===== config.mk =====
export PLATFORM = sky130hd
export DESIGN_NAME = timer_cc_top
export DESIGN_NICKNAME = d
export VERILOG_FILES = /design/src/design/timer_cc_pkg.sv /design/src/design/irq_sticky.sv /design/src/design/pin_edge_sync.sv /design/src/design/timer_cc_top.sv
export SDC_FILE = /design/constraint.sdc
export NUM_CORES = 1
export LEC_CHECK = 0
export ABC_CLOCK_PERIOD_IN_PS = 2300
export BUFFER_PORTS_ARGS = -buffer_cell sky130_fd_sc_hd__buf_4
export CAP_MARGIN = 15
export CELL_PAD_IN_SITES_DETAIL_PLACEMENT = 1
export CELL_PAD_IN_SITES_GLOBAL_PLACEMENT = 1
export CORE_MARGIN = 1.5
export CORE_UTILIZATION = 38
export CTS_CLUSTER_SIZE = 10
export DETAILED_ROUTE_END_ITERATION = 8
export PLACE_DENSITY = 0.78
export SYNTH_ARGS = -nofsm -noshare
export SYNTH_HDL_FRONTEND = slang
export SYNTH_SLANG_ARGS = --single-unit

===== constraint.sdc =====
create_clock -name sys_clk_i -period 2.3 [get_ports sys_clk_i]
set_input_delay 0.46 -clock sys_clk_i [delete_from_list [all_inputs] [get_ports sys_clk_i]]
set_output_delay 0.46 -clock sys_clk_i [all_outputs]
set_load 0.05 [all_outputs]

===== src/design/timer_cc_pkg.sv =====
// constants shared by the timer channel: register map, field positions, codes
// assumes a 40 MHz system clock and a 32-bit apb bus with byte addresses
package timer_cc_pkg;

	// register byte offsets
	localparam logic [7:0] CTRL_ZERO_OFS = 8'h00;
	localparam logic [7:0] MODE_ONE_OFS  = 8'h04;
	localparam logic [7:0] CC_TWO_OFS    = 8'h08;
	localparam logic [7:0] COUNT_OFS     = 8'h0C;
	localparam logic [7:0] IRQ_STAT_OFS  = 8'h10;
	localparam logic [7:0] IRQ_CLR_OFS   = 8'h14;
	localparam logic [7:0] IRQ_EN_OFS    = 8'h18;

	// control register fields
	localparam int unsigned CE_BIT       = 0;
	localparam int unsigned CCS_BIT      = 1;
	localparam int unsigned TOE_BIT      = 2;
	localparam int unsigned CAP_EDGE_LSB = 4;
	localparam int unsigned EVT_EDGE_LSB = 6;
	localparam logic [7:0]  CTRL_MASK    = 8'hF7;
	localparam logic [7:0]  CTRL_RST     = 8'h00;

	// mode control register fields, compare reset value and counter maximum
	localparam int unsigned MODE_LSB     = 0;
	localparam int unsigned EEE_BIT      = 5;
	localparam int unsigned EST_BIT      = 6;
	localparam logic [7:0]  MODE_MASK    = 8'h27;
	localparam logic [7:0]  MODE_RST     = 8'h00;
	localparam logic [15:0] CC_RST       = 16'h0000;
	localparam logic [15:0] CNT_MAX      = 16'hFFFF;

	// mode field codes
	localparam logic [2:0] MD_INTERVAL  = 3'h0;
	localparam logic [2:0] MD_EXT_EVENT = 3'h1;
	localparam logic [2:0] MD_EXT_TRIG  = 3'h2;
	localparam logic [2:0] MD_ONE_SHOT  = 3'h4;
	localparam logic [2:0] MD_FREE_RUN  = 3'h5;
	localparam logic [2:0] MD_PULSE_W   = 3'h6;

	// edge select codes
	localparam logic [1:0] EDGE_NONE = 2'h0;
	localparam logic [1:0] EDGE_RISE = 2'h1;
	localparam logic [1:0] EDGE_FALL = 2'h2;
	localparam logic [1:0] EDGE_BOTH = 2'h3;

	// interrupt status bits
	localparam int unsigned IRQ_W     = 3;
	localparam int unsigned IRQ_MATCH = 0;
	localparam int unsigned IRQ_CAPT  = 1;
	localparam int unsigned IRQ_OVF   = 2;

	typedef enum logic {ST_IDLE, ST_RUN} run_state_e;

endpackage


===== src/design/irq_sticky.sv =====
// sticky interrupt status with enable register and write-one-to-clear
// assumes event pulses and write strobes on the same clock
module irq_sticky
	import timer_cc_pkg::*;
(
	input  wire logic             sys_clk_i,
	input  wire logic             srst_i,
	input  wire logic [IRQ_W-1:0] event_i,
	input  wire logic             clr_we_i,
	input  wire logic             en_we_i,
	input  wire logic [IRQ_W-1:0] wdata_i,
	output logic      [IRQ_W-1:0] status_o,
	output logic      [IRQ_W-1:0] enable_o,
	output logic                  irq_o
);

	logic [IRQ_W-1:0] status_r;
	logic [IRQ_W-1:0] enable_r;

	// a set in the clearing cycle wins
	always_ff @(posedge sys_clk_i) begin
		if (srst_i) begin
			status_r <= '0;
		end else begin
			status_r <= (status_r & ~(clr_we_i ? wdata_i : '0)) | event_i;
		end
	end

	// enable register
	always_ff @(posedge sys_clk_i) begin
		if (srst_i) begin
			enable_r <= '0;
		end else if (en_we_i) begin
			enable_r <= wdata_i;
		end
	end

	assign status_o = status_r;
	assign enable_o = enable_r;
	assign irq_o    = |(status_r & enable_r);

endmodule


===== src/design/pin_edge_sync.sv =====
// two-flop synchroniser for one pin, with a selectable edge detector
// assumes the pin is asynchronous to sys_clk_i
module pin_edge_sync
	import timer_cc_pkg::*;
(
	input  wire logic       sys_clk_i,
	input  wire logic       srst_i,
	input  wire logic       pin_i,
	input  wire logic [1:0] edge_sel_i,
	output logic            level_o,
	output logic            edge_o
);

	logic meta_r;
	logic sync_r;
	logic prev_r;

	// first flop feeds only the second
	always_ff @(posedge sys_clk_i) begin
		if (srst_i) begin
			meta_r <= 1'b0;
			sync_r <= 1'b0;
			prev_r <= 1'b0;
		end else begin
			meta_r <= pin_i;
			sync_r <= meta_r;
			prev_r <= sync_r;
		end
	end

	assign level_o = sync_r;

	// edge decode on the synchronised level
	always_comb begin
		case (edge_sel_i)
			EDGE_RISE: edge_o = sync_r & ~prev_r;
			EDGE_FALL: edge_o = ~sync_r & prev_r;
			EDGE_BOTH: edge_o = sync_r ^ prev_r;
			default:   edge_o = 1'b0;
		endcase
	end

endmodule


===== src/design/timer_cc_top.sv =====
// 16-bit timer channel with mode control and one capture/compare register
// assumes an apb master on sys_clk_i and asynchronous event and capture pins

module timer_cc_top
	import timer_cc_pkg::*;
(
	input  wire logic        sys_clk_i,
	input  wire logic        srst_i,
	input  wire logic        psel_i,
	input  wire logic        penable_i,
	input  wire logic        pwrite_i,
	input  wire logic [7:0]  paddr_i,
	input  wire logic [31:0] pwdata_i,
	input  wire logic [3:0]  pstrb_i,
	output logic             pready_o,
	output logic [31:0]      prdata_o,
	output logic             pslverr_o,
	input  wire logic        ext_event_i,
	input  wire logic        capture_trigger_input_i,
	input  wire logic        slow_clock_i,
	output logic             timer_output_pin_o,
	output logic             compare_match_interrupt_o,
	output logic             irq_o
);

	// mode decode used by several paths
	function automatic logic is_compare_use(input logic [2:0] mode, input logic ccs);
		logic res;
		res = 1'b1;
		if (mode == MD_PULSE_W) begin
			res = 1'b0;
		end else if (mode == MD_FREE_RUN) begin
			res = ~ccs;
		end
		return res;
	endfunction

	function automatic logic is_pulse_mode(input logic [2:0] mode);
		return (mode == MD_EXT_TRIG) || (mode == MD_ONE_SHOT);
	endfunction

	// true for every offset that answers without an error
	function automatic logic is_mapped(input logic [7:0] addr);
		logic hit;
		hit = 1'b0;
		case (addr)
			CTRL_ZERO_OFS, MODE_ONE_OFS, CC_TWO_OFS, COUNT_OFS: hit = 1'b1;
			IRQ_STAT_OFS, IRQ_CLR_OFS, IRQ_EN_OFS:              hit = 1'b1;
			default:                                             hit = 1'b0;
		endcase
		return hit;
	endfunction

	logic [7:0]       ctrl_r;
	logic [7:0]       mode_one_r;
	logic [15:0]      cc_r;
	logic [15:0]      shadow_r;
	logic [15:0]      cnt_r;
	logic [31:0]      rdata_r;
	logic             stuck_r;
	logic             tout_r;
	logic             match_r;
	run_state_e       run_r;
	logic [IRQ_W-1:0] irq_status;
	logic [IRQ_W-1:0] irq_enable;
	logic [IRQ_W-1:0] irq_events;

	logic       evt_edge;
	logic       cap_edge;
	logic       slow_level;
	logic [2:0] mode;
	logic       ce;
	logic       compare_use;
	logic       capture_use;
	logic       ce_prev_r;

	assign mode        = mode_one_r[MODE_LSB +: 3];
	assign ce          = ctrl_r[CE_BIT];
	assign compare_use = is_compare_use(mode, ctrl_r[CCS_BIT]);
	assign capture_use = ~is_compare_use(mode, ctrl_r[CCS_BIT]);

	// pin synchronisers
	pin_edge_sync u_evt_sync (
		.sys_clk_i  (sys_clk_i),
		.srst_i     (srst_i),
		.pin_i      (ext_event_i),
		.edge_sel_i (ctrl_r[EVT_EDGE_LSB +: 2]),
		.level_o    (),
		.edge_o     (evt_edge)
	);

	pin_edge_sync u_cap_sync (
		.sys_clk_i  (sys_clk_i),
		.srst_i     (srst_i),
		.pin_i      (capture_trigger_input_i),
		.edge_sel_i (ctrl_r[CAP_EDGE_LSB +: 2]),
		.level_o    (),
		.edge_o     (cap_edge)
	);

	pin_edge_sync u_slow_sync (
		.sys_clk_i  (sys_clk_i),
		.srst_i     (srst_i),
		.pin_i      (slow_clock_i),
		.edge_sel_i (EDGE_NONE),
		.level_o    (slow_level),
		.edge_o     ()
	);

	// ---- bus decode
	logic setup_ph;
	logic access_ph;
	logic cc_addr;
	logic mapped;
	logic bad_strb;
	logic wr_ok;

	assign setup_ph  = psel_i & ~penable_i;
	assign access_ph = psel_i & penable_i;
	assign cc_addr   = (paddr_i == CC_TWO_OFS);
	assign mapped    = is_mapped(paddr_i);
	// the compare register only takes whole 16-bit writes
	assign bad_strb  = pwrite_i & cc_addr & (pstrb_i[1:0] != 2'h3);

	// a wait on the slow clock never completes until reset
	assign pready_o  = ~stuck_r & ~(access_ph & cc_addr & slow_level);
	assign pslverr_o = access_ph & pready_o & (~mapped | bad_strb);
	assign wr_ok     = access_ph & pready_o & pwrite_i & mapped & ~bad_strb;

	// per-register write strobes, one decode shared by every writer
	logic wr_ctrl;
	logic wr_mode;
	logic wr_cc;
	logic wr_irq_clr;
	logic wr_irq_en;

	assign wr_ctrl    = wr_ok & (paddr_i == CTRL_ZERO_OFS) & pstrb_i[0];
	assign wr_mode    = wr_ok & (paddr_i == MODE_ONE_OFS) & pstrb_i[0];
	assign wr_cc      = wr_ok & cc_addr;
	assign wr_irq_clr = wr_ok & (paddr_i == IRQ_CLR_OFS) & pstrb_i[0];
	assign wr_irq_en  = wr_ok & (paddr_i == IRQ_EN_OFS) & pstrb_i[0];

	// stuck wait latch, cleared by reset only
	always_ff @(posedge sys_clk_i) begin
		if (srst_i) begin
			stuck_r <= 1'b0;
		end else if (psel_i & cc_addr & slow_level) begin
			stuck_r <= 1'b1;
		end
	end

	// read data captured in the setup cycle, so a capture in the access cycle
	// cannot tear the word being returned
	always_ff @(posedge sys_clk_i) begin
		if (srst_i) begin
			rdata_r <= 32'h0000_0000;
		end else if (setup_ph & ~pwrite_i) begin
			case (paddr_i)
				CTRL_ZERO_OFS: rdata_r <= {24'h00_0000, ctrl_r};
				MODE_ONE_OFS:  rdata_r <= {24'h00_0000, mode_one_r};
				CC_TWO_OFS:    rdata_r <= {16'h0000, cc_r};
				COUNT_OFS:     rdata_r <= {16'h0000, cnt_r};
				IRQ_STAT_OFS:  rdata_r <= {29'h0000_0000, irq_status};
				IRQ_EN_OFS:    rdata_r <= {29'h0000_0000, irq_enable};
				default:       rdata_r <= 32'h0000_0000;
			endcase
		end
	end

	assign prdata_o = rdata_r;

	// ---- control registers
	always_ff @(posedge sys_clk_i) begin
		if (srst_i) begin
			ctrl_r <= CTRL_RST;
		end else if (wr_ctrl) begin
			ctrl_r <= pwdata_i[7:0] & CTRL_MASK;
		end
	end

	// mode register; reserved bits stay zero, trigger bit is write-action only
	always_ff @(posedge sys_clk_i) begin
		if (srst_i) begin
			mode_one_r <= MODE_RST;
		end else if (wr_mode) begin
			mode_one_r <= pwdata_i[7:0] & MODE_MASK;
		end
	end

	// software trigger is honoured only in the two pulse modes
	logic sw_trig;
	logic hw_trig;
	logic trig;
	assign sw_trig = wr_mode & pwdata_i[EST_BIT] & is_pulse_mode(mode);
	assign hw_trig = (mode == MD_EXT_TRIG) & cap_edge;
	assign trig    = ce & (sw_trig | hw_trig);

	// ---- count source and run state
	logic tick;
	logic running;
	logic at_match;
	logic clr_on_match;
	logic cap_hit;
	logic ovf_hit;
	logic reload;

	// event count mode ignores the enable bit and always uses the pin
	assign tick = ((mode == MD_EXT_EVENT) || mode_one_r[EEE_BIT]) ? evt_edge : 1'b1;
	assign running = ce & (~is_pulse_mode(mode) | (run_r == ST_RUN));
	assign at_match = running & tick & compare_use & (cnt_r == shadow_r);
	assign clr_on_match = (mode != MD_FREE_RUN);
	// capture in free-run select or pulse width mode
	assign cap_hit = ce & capture_use & cap_edge;
	assign ovf_hit = running & tick & (cnt_r == CNT_MAX) & ~(at_match & clr_on_match);
	assign reload  = (at_match & clr_on_match) | ovf_hit | trig;

	// pulse modes wait for a trigger; one-shot stops after its match
	always_ff @(posedge sys_clk_i) begin
		if (srst_i) begin
			run_r <= ST_IDLE;
		end else begin
			case (run_r)
				ST_IDLE: begin
					if (trig) begin
						run_r <= ST_RUN;
					end
				end
				ST_RUN: begin
					if (~ce) begin
						run_r <= ST_IDLE;
					end else if (at_match && mode == MD_ONE_SHOT && !trig) begin
						run_r <= ST_IDLE;
					end
				end
				default: run_r <= ST_IDLE;
			endcase
		end
	end

	// the 16-bit counter; stopping clears it so restarting recovers cleanly
	always_ff @(posedge sys_clk_i) begin
		if (srst_i) begin
			cnt_r <= 16'h0000;
		end else if (~ce) begin
			cnt_r <= 16'h0000;
		end else if (trig) begin
			cnt_r <= 16'h0000;
		end else if (cap_hit && mode == MD_PULSE_W) begin
			cnt_r <= 16'h0000;
		end else if (at_match && clr_on_match) begin
			cnt_r <= 16'h0000;
		end else if (running && tick) begin
			cnt_r <= cnt_r + 16'h0001;
		end
	end

	// ---- capture/compare register; a capture takes priority over a write
	always_ff @(posedge sys_clk_i) begin
		if (srst_i) begin
			cc_r <= CC_RST;
		end else if (cap_hit) begin
			cc_r <= cnt_r;
		end else if (wr_cc) begin
			cc_r <= pwdata_i[15:0];
		end
	end

	// in compare use, shadow buffer follows the register while stopped, else at each reload
	always_ff @(posedge sys_clk_i) begin
		if (srst_i) begin
			shadow_r <= CC_RST;
		end else if (compare_use && (~ce || reload)) begin
			shadow_r <= cc_r;
		end
	end

	// ---- compare outputs
	always_ff @(posedge sys_clk_i) begin
		if (srst_i) begin
			match_r <= 1'b0;
		end else begin
			match_r <= at_match;
		end
	end

	assign compare_match_interrupt_o = match_r;

	// timer output toggles on match when enabled
	always_ff @(posedge sys_clk_i) begin
		if (srst_i) begin
			tout_r <= 1'b0;
		end else if (at_match && ctrl_r[TOE_BIT]) begin
			tout_r <= ~tout_r;
		end
	end

	assign timer_output_pin_o = tout_r;

	// track count enable for the interrupt unit's idea of restart
	always_ff @(posedge sys_clk_i) begin
		if (srst_i) begin
			ce_prev_r <= 1'b0;
		end else begin
			ce_prev_r <= ce;
		end
	end

	// ---- interrupt status, enable and clear
	always_comb begin
		irq_events            = '0;
		irq_events[IRQ_MATCH] = at_match;
		irq_events[IRQ_CAPT]  = cap_hit;
		irq_events[IRQ_OVF]   = ovf_hit & ce_prev_r;
	end

	irq_sticky u_irq (
		.sys_clk_i (sys_clk_i),
		.srst_i    (srst_i),
		.event_i   (irq_events),
		.clr_we_i  (wr_irq_clr),
		.en_we_i   (wr_irq_en),
		.wdata_i   (pwdata_i[IRQ_W-1:0]),
		.status_o  (irq_status),
		.enable_o  (irq_enable),
		.irq_o     (irq_o)
	);

endmodule


==> summary.md, run 1 <==
The run finished with clean final reports. The net count of the finished layout is 665. Yosys mapped a number of flops with a built-in enable equal to 0. Dividing total power by cell area gives a power density of 580.8 nW/µm².

Max-slew violation count: 0. Power comes to 3390 µW. The critical path goes through inv_1 -> ha_1 -> and2_4 -> o32ai_4 -> o21ai_4 -> or4_4 -> nand3_1 -> a21oi_2.

The first routing iteration left 269 violations. The final estimated routing congestion in global placement is 0.9303, and the global-route wire length before repair is 23600 µm. For this design the top-level I/O count stands at 89. The tightest min-delay check is of the in -> reg type.

The worst pin sits at a relative slew slack of 56.51%. The core box area was 12110 µm²; the number of global-route vias before repair was 4499. The transition time of the tightest slew-check pin works out to 0.6495 ns. The synthesized netlist devotes 19.82% of its cell area to compound gates. The synthesized netlist devotes 5.910% of its cell area to XOR and XNOR gates. Clock latency on the worst-skew pair, taken at its later pin, is 0.35 ns. Clock skew on the completed layout was measured at 0.007180 ns. Static timing analysis puts the maximum clock frequency at 452.6 MHz.

The fraction of final layout cells with drive strength greater than 1 works out to 23.49%. The routed design has 14660 µm of wire. After clock tree synthesis, the clock-pin slew on the worst setup and hold paths is 0.07 ns. In the synthesized netlist the dominant register cell turns out to be sky130_fd_sc_hd__dfxtp_1.

The die covers 13160 µm². STA classifies the critical path startpoint as a flop. The share of synthesized cell area in full adder, half adder and majority cells was 1.319%; the number of input and output port buffers inserted was 54. In the final routed layout, each cell accounts on average for 18.77 µm. The effective utilization at floorplan is 39.15%.

The mapped netlist covers 4742 µm². OpenSTA, run right after detailed placement, puts the worst setup slack at -0.07869 ns. Yosys instantiated no cell more often than sky130_fd_sc_hd__dfxtp_1.

Detailed placement ended at an HPWL of 10250 µm. Counting instances in the post-synthesis netlist gives the leading cell types as sky130_fd_sc_hd__dfxtp_1 (94), sky130_fd_sc_hd__nor2_1 (81), sky130_fd_sc_hd__a21oi_1 (31). For this run, the total global-route usage over all layers was measured as 23.16%.

The root buffer cell was sky130_fd_sc_hd__clkbuf_16. The final route contains 4286 vias. The overall die width works out to 114.7 µm. TritonCTS created 9 clock buffers.

Number of synthesized register bits: 94. Across the VDD grid, the largest voltage drop is 349.8 µV. The run gives 37 as the maximum number of pins on one net before global-route repair. Of the post-synthesis cell area, the part taken by muxes is 6.121%. The critical path in this run is classified as reg -> reg.

The global routing's busiest layer is met2. Across the whole layout, storage elements account for 1883 µm². By area, the combinational part of the netlist is dominated by compound AO/OA/AOI/OAI gates. Synthesis produced a netlist whose cell count is 543. The post-layout minimum cycle time is 2.209 ns.

For the number of nets with antenna violations after routing, the log shows 0. The routing usage on met1 was 29.97%. The final non-filler cell area is 5837 µm². For this design, the CTS-stage hold fixing added 0 buffers. TritonCTS built the clock tree.

The fraction of registers with async set/reset is 0%, and the count of filler cells inserted in the layout is 1460. The largest incremental delay on the critical path is 0.64 ns, and the average via count per standard cell is 5.488. sky130_fd_sc_hd__dfxtp_1 takes more of the synthesized area than any other cell. The first detailed-routing pass took 4 iterations. In the finished design, the share of the clock period the worst path needs comes to 96.06%. The signal arrival time at the worst endpoint is 2.43 ns. Cell with the biggest individual delay on the critical path: sky130_fd_sc_hd__or4_4. The final hold violation count was 0; the sequential cell area fraction in the yosys report was 39.68%. The total number of H-tree levels came out at 3. Cell area reported after detailed placement: 5479 µm².

For this run, global-route usage on met3 was measured as 2.806%. Summing all multi-input logic gate instances after layout gives 2638 µm². Measured along the y axis, the die boundary spans 114.7 µm.

During synthesis, Yosys emitted a total of 0 warnings. The number of antenna repair diodes is 0. After detailed routing, the number of remaining DRC violations is 0.

The clock drives 94 sinks. Relative to the synthesized area, the layout overhead comes to 23.09%. Summed over all cells, the static leakage comes to 0.002310 µW. The overall overflow remaining after global route is 0, and the worst path setup slack after routing is 0.09054 ns. The distinct cell type count of the synthesized netlist was 59. The critical path endpoint category was a flop. The floorplan has 40 rows. The post-synthesis simple-gate area fraction was 19.53%; the worst endpoint required time was 2.52 ns.

The mean area per synthesized cell works out to 8.733 µm². Counting along the longest clock path gives a buffer depth of 2. Along the worst path, the maximum fanout reaches 16. Sorting the synthesized cells by area gives the leading types as sky130_fd_sc_hd__dfxtp_1 (40%), sky130_fd_sc_hd__nor2_1 (6.4%), sky130_fd_sc_hd__mux2i_1 (6.1%), sky130_fd_sc_hd__xnor2_1 (4.8%), sky130_fd_sc_hd__a21oi_1 (3.3%). The share of the synthesized area in the top cell type was 39.68%. Global routing consumed, on the met2 layer, 38.84% of the routing resources.

The tools report the initial antenna violation count as 0. The run gives 0 as the number of setup violations in the final report. The tools report the count of maximum capacitance violations as 0.
-- report_power, final --
part	switching (µW)	internal, µW	leakage [µW]
Clock	661	880	0.000143
Sequential	3.66	1640	0.000759
Combinational	144	66.5	0.00141
-- sequential cells by signal, indices dropped and copies added (netlist names), 3 cells and up --
signal / flops
mode_one_r: 4
prdata_o: 16
ctrl_r: 7
cnt_r: 16
shadow_r: 16
u_irq.enable_o: 3
cc_r: 16
u_irq.status_o: 3
-- final timing paths --
check                     from                  to  slack (ns)  depth (start not counted)
max          u_evt_sync.prev_r        shadow_r[10]        0.09                          8
min               slow_clock_i  u_slow_sync.meta_r        0.32                          2
max reg2reg  u_evt_sync.prev_r        shadow_r[10]        0.09                          8
min reg2reg  u_evt_sync.meta_r  u_evt_sync.level_o        0.45                          1
-- final cells by class --
type                       count  share of cell area [%]
inverter                      13                  0.8360
timing repair buffer          94                   12.95
multi-input combinational    396                   45.19
clock buffer                  12                   4.223
sequential                    94                   32.26
tap                          168                   3.601
clock inverter                 4                  0.9432
-- cell families (layout without fill, tap and decap cells) --
family / Yosys count / after routing
and+or+nand+nor: 186 / 188
AOI/OAI and AO/OA: 126 / 126
DFF: 94 / 94
buffers and inverters: 70 / 123
xor gates and xnor gates: 32 / 32
muxes: 29 / 29
adders and majority gates: 5 / 5
other: 1 / 16
-- critical path, delay by kind of cell (launching register included) --
kind / cells / cell delay, ns
compound gates: 3 / 0.46
buf+inv: 1 / 0.04
simple gates: 3 / 0.98
flops: 1 / 0.33
fa+ha+maj: 1 / 0.28
-- placed cells by master (no fill, tap or decap), types with 4 or more instances in the layout --
cell type	n
sky130_fd_sc_hd__o21ai_0	8
sky130_fd_sc_hd__xor2_1	6
sky130_fd_sc_hd__nand2_1	21
sky130_fd_sc_hd__buf_4	90
sky130_fd_sc_hd__a211oi_1	19
sky130_fd_sc_hd__dfxtp_1	93
sky130_fd_sc_hd__xnor2_1	26
sky130_fd_sc_hd__mux2i_1	29
sky130_fd_sc_hd__and4_1	4
sky130_fd_sc_hd__ha_1	5
sky130_fd_sc_hd__inv_1	13
sky130_fd_sc_hd__a22oi_1	15
sky130_fd_sc_hd__conb_1	16
sky130_fd_sc_hd__nor2_1	81
sky130_fd_sc_hd__nand4_1	12
sky130_fd_sc_hd__clkbuf_16	9
sky130_fd_sc_hd__a21bo_1	14
sky130_fd_sc_hd__buf_12	4
sky130_fd_sc_hd__a21oi_2	14
sky130_fd_sc_hd__nor2b_1	9
sky130_fd_sc_hd__nor3_1	5
sky130_fd_sc_hd__a21oi_1	31
sky130_fd_sc_hd__nand3_1	23
-- routing by layer --
metal	routed length, µm	vias up
li1	-	2018
met3	656	28
met5	0	-
met4	459	0
met1	6412	2115
met2	7132	125
-- what timing repair did --
| action | 4_1_cts | 5_1_grt |
|---|---|---|
| setup endpoints to repair | 16 | 20 |
| gates resized for setup | 5 | 4 |
| hold endpoints to repair | 0 | 0 |
| buffers inserted | 0 | 0 |
| cloned | 2 | 0 |
| pin swaps | 6 | 3 |
-- through the flow --
step | util, % | TNS, ns | instances | hold slack, ns
final | 48.19 | 0 | 781 | 0.3200
after global routing | 48.19 | -0.02456 | 781 | 0.3227
after CTS | 48.04 | 0 | 781 | 0.3192
after detailed placement | 45.24 | -0.8139 | 763 | 0.4349
after global placement | 45.24 | -0.08619 | 763 | 0.4202
after floorplan | - | -0.02201 | 558 | 0.4138
Power figures use the tool's default switching activity.
==> inputs of run 2 (changes only) <==
Settings changed: CORE_ASPECT_RATIO set to 0.75, CORE_MARGIN 1.5 to 1.
==> run 2 against run 1 <==
- global-route usage up 1.4 points
- maximum frequency down 1.8%
- worst hold slack worse by 0.0057 ns
- flip-flop and latch count unchanged
- die area down 1.7%
- sequential power about the same
- wire length up 5.5%
- first-iteration DRC count down 25%
- clock power about the same
- register-to-register slack worse by 0.04 ns
- power down 0.46%
- largest power group unchanged
- highest routed layer unchanged
==> summary.md, run 2 (same netlist as run 1, synthesis figures left out) <==
For the core box area, the log shows 11870 µm² (-2.0%). The tools report the root buffer cell as sky130_fd_sc_hd__clkbuf_16. Length of routed met3 wiring: 977 µm (+49%). The signed area change from the synthesized netlist to the final layout is 25.04%, and the overall overflow remaining after global route is 0 (unchanged).

The setup TNS came out at 0 ns (unchanged). The maximum fanout along the worst path works out to 8 (-8). The number of antenna repair diodes is 0 (unchanged). The number of buffers and inverters on the critical path came out at 2 (+1). Total length of routed wires: 15460 µm (+5.5%). The switching part of the total works out to 24.43% (+0.58 points). The transition time of the tightest slew-check pin came out at 0.6906 ns (+0.04102 ns).

The cell area reported after detailed placement came out at 5509 µm² (+0.55%). The number of buffers added to fix hold violations after cts is 0 (unchanged), and the power density of the placed cells is 569.1 nW/µm² (-2.0%). The tools report the final non-filler cell area as 5929 µm² (+1.6%). For the number of buffers between clock root and the deepest sink, the log shows 2 (unchanged). For the area occupied by registers, the log shows 1886 µm² (+0.13%). The logs give 0.8656 (-7.0%) for the final estimated routing congestion in global placement and 3 (unchanged) for the total number of H-tree levels. Clock insertion delay at the later pin of the skew report: 0.35 ns (about the same). Worst hold path class: in -> reg. The worst setup path is launched from a flop.

The clock sink count came out at 94 (unchanged). The overall die width is 131.0 µm (+14%), and the count of maximum capacitance violations is 0 (unchanged). The signal on the critical path passes through xnor2_1 -> nand4_1 -> nor4_2 -> buf_4 -> a41oi_4 -> buf_6 -> a21bo_1 -> a21oi_2. The highest metal layer with signal wires is met4.

The clock-pin slew of the registers on the worst-case setup and hold paths is 0.07 ns (about the same), and the sequential power share is 48.5% (+0.2 points). The number of setup violations in the final report is 0 (unchanged). The average via count per standard cell works out to 5.597 (+2.0%). The signal arrival time at the worst endpoint came out at 2.54 ns (+0.11 ns).

The floorplan row count was 34 (-15%); the effective utilization at floorplan was 39.95% (+0.80 points). The max-slew violation count came out at 0 (unchanged). The final hold violation count is 0 (unchanged). The run gives 45.2% (-0.3 points) as the fraction of power consumed by the clock network. The length of the first detailed-routing pass in iterations came out at 4 (unchanged). The logs give 24090 µm (+2.1%) for the global-route wire length before repair and 203 (-25%) for the number of DRC markers after the initial detailed-route iteration. The layout net count was 673 (+1.2%); the reported leakage power was 0.002355 µW (+2.0%). For the count of filler cells inserted in the layout, the log shows 1375 (-5.8%). The highest ir drop seen on vdd is 398.3 µV (+14%), and the largest incremental delay on the critical path is 0.52 ns (-0.12 ns).

Fraction of final layout cells with drive strength greater than 1: 25.00% (+1.5 points). Post-route clock period utilization: 97.79% (+1.7 points). The run gives 2.59 ns (+0.07 ns) as the worst endpoint required time. The non-filler instance count after layout is 782 (+0.13%), and the aggregate global-route resource usage is 24.54% (+1.4 points).

The number of global-route vias before repair is 4432 (-1.5%), and the setup clock skew after layout is 0.005715 ns (-0.001465 ns). The routed wire length on met2 was 7334 µm (+2.8%). TritonCTS built the clock tree. The DRC violations left was 0 (unchanged).

The run finished with clean final reports. The run gives 2550 µW (-1.2%) as the internal power. The tools report the number of clock buffers inserted by TritonCTS as 9 (unchanged).

The run gives 12930 µm² (-1.7%) as the full die area. The initial antenna violation count was 0 (unchanged). The cell total after placement was 762 (-0.13%). The worst-case hold slack is 0.3143 ns (-0.005662 ns), and the switching power of the nets is 824.6 µW (+2.0%). Number of input and output port buffers inserted: 54 (unchanged).

The post-layout minimum cycle time is 2.249 ns (+0.03977 ns), and the post-DP HPWL is 10550 µm (+2.9%). The critical path endpoint category was a flop. The chip height is 98.75 µm (-14%), and the multi-input logic area is 2660 µm² (+0.85%).

The maximum number of pins on one net before global-route repair was 40 (+8.1%). The average wire per cell in the routed design was 19.77 µm (+5.3%); the total number of vias was 4377 (+2.1%). In the layout the commonest cells are sky130_fd_sc_hd__buf_4 (96), sky130_fd_sc_hd__dfxtp_1 (91), sky130_fd_sc_hd__nor2_1 (81). Commonest non-fill, non-tap cell in the layout: sky130_fd_sc_hd__buf_4.

The cell with the biggest individual delay on the critical path was sky130_fd_sc_hd__dfxtp_1. The combinational share of power came out at 6.3% (about the same). Setup repair after global routing left no endpoint under its margin. The run gives 444.6 MHz (-1.8%) as the peak clock frequency supported by timing.

The critical path is of the reg -> reg type. Total routed wire length on the met1 layer: 6919 µm (+7.9%). The cell class contributing the biggest share of worst-path delay is compound AO/OA/AOI/OAI gates. The worst max-slew margin expressed relative to the limit came out at 53.76% (-2.7 points). The run gives 0 (unchanged) as the number of nets with antenna violations after routing.

For the top-level port count, the log shows 89 (unchanged).
## run 2: timing repair
| action | 4_1_cts | 5_1_grt |
|---|---|---|
| setup buffers | 0 | 2 |
| endpoints found under the hold margin | 0 | 0 |
| pin swaps | 3 | 5 |
| endpoints found under the setup margin | 16 | 17 |
| gates cloned | 2 | 1 |
| resized for setup | 7 | 6 |
## run 2: worst paths after layout
path | from | endpoint | slack [ns] | cells past startpoint
max | cnt_r[9] | shadow_r[11] | 0.05 | 8
min | capture_trigger_input_i | u_cap_sync.meta_r | 0.31 | 2
max reg2reg | cnt_r[9] | shadow_r[11] | 0.05 | 8
min reg2reg | u_cap_sync.meta_r | u_cap_sync.level_o | 0.45 | 1
## run 2: routing by layer
metal / vias to the layer above / GRT usage, %
li1: 2028 / -
met1: 2175 / 33.02
met2: 151 / 39.23
met3: 23 / 5.375
met4: 0 / 7.162
met5: - / 0
## run 2: area by class of cell
class / count / share of cell area [%]
Clock buffer: 9 / 3.798
Tap cell: 162 / 3.418
Clock inverter: 6 / 1.182
Sequential cell: 94 / 31.80
Multi-Input combinational cell: 396 / 44.86
Inverter: 13 / 0.8230
Timing Repair Buffer: 102 / 14.12
## run 2: power by group through the flow
stage                     Sequential, µW  Clock, µW  Combinational, µW
final                               1640       1520                212
after global routing                1640       1620                225
after CTS                           1640       1550                209
after detailed placement            1680          0                207
after global placement              1680          0                201
after floorplan                     1680          0                134
## run 2: stage by stage
stage	util (%)	power, µW	setup slack [ns]
final	49.96	3375	0.05077
after detailed placement	46.42	1883	-0.1362
after global placement	46.42	1877	-0.03694
after global routing	49.96	3478	0.009263
after CTS	49.31	3394	0.01027
after floorplan	-	1818	-0.02201
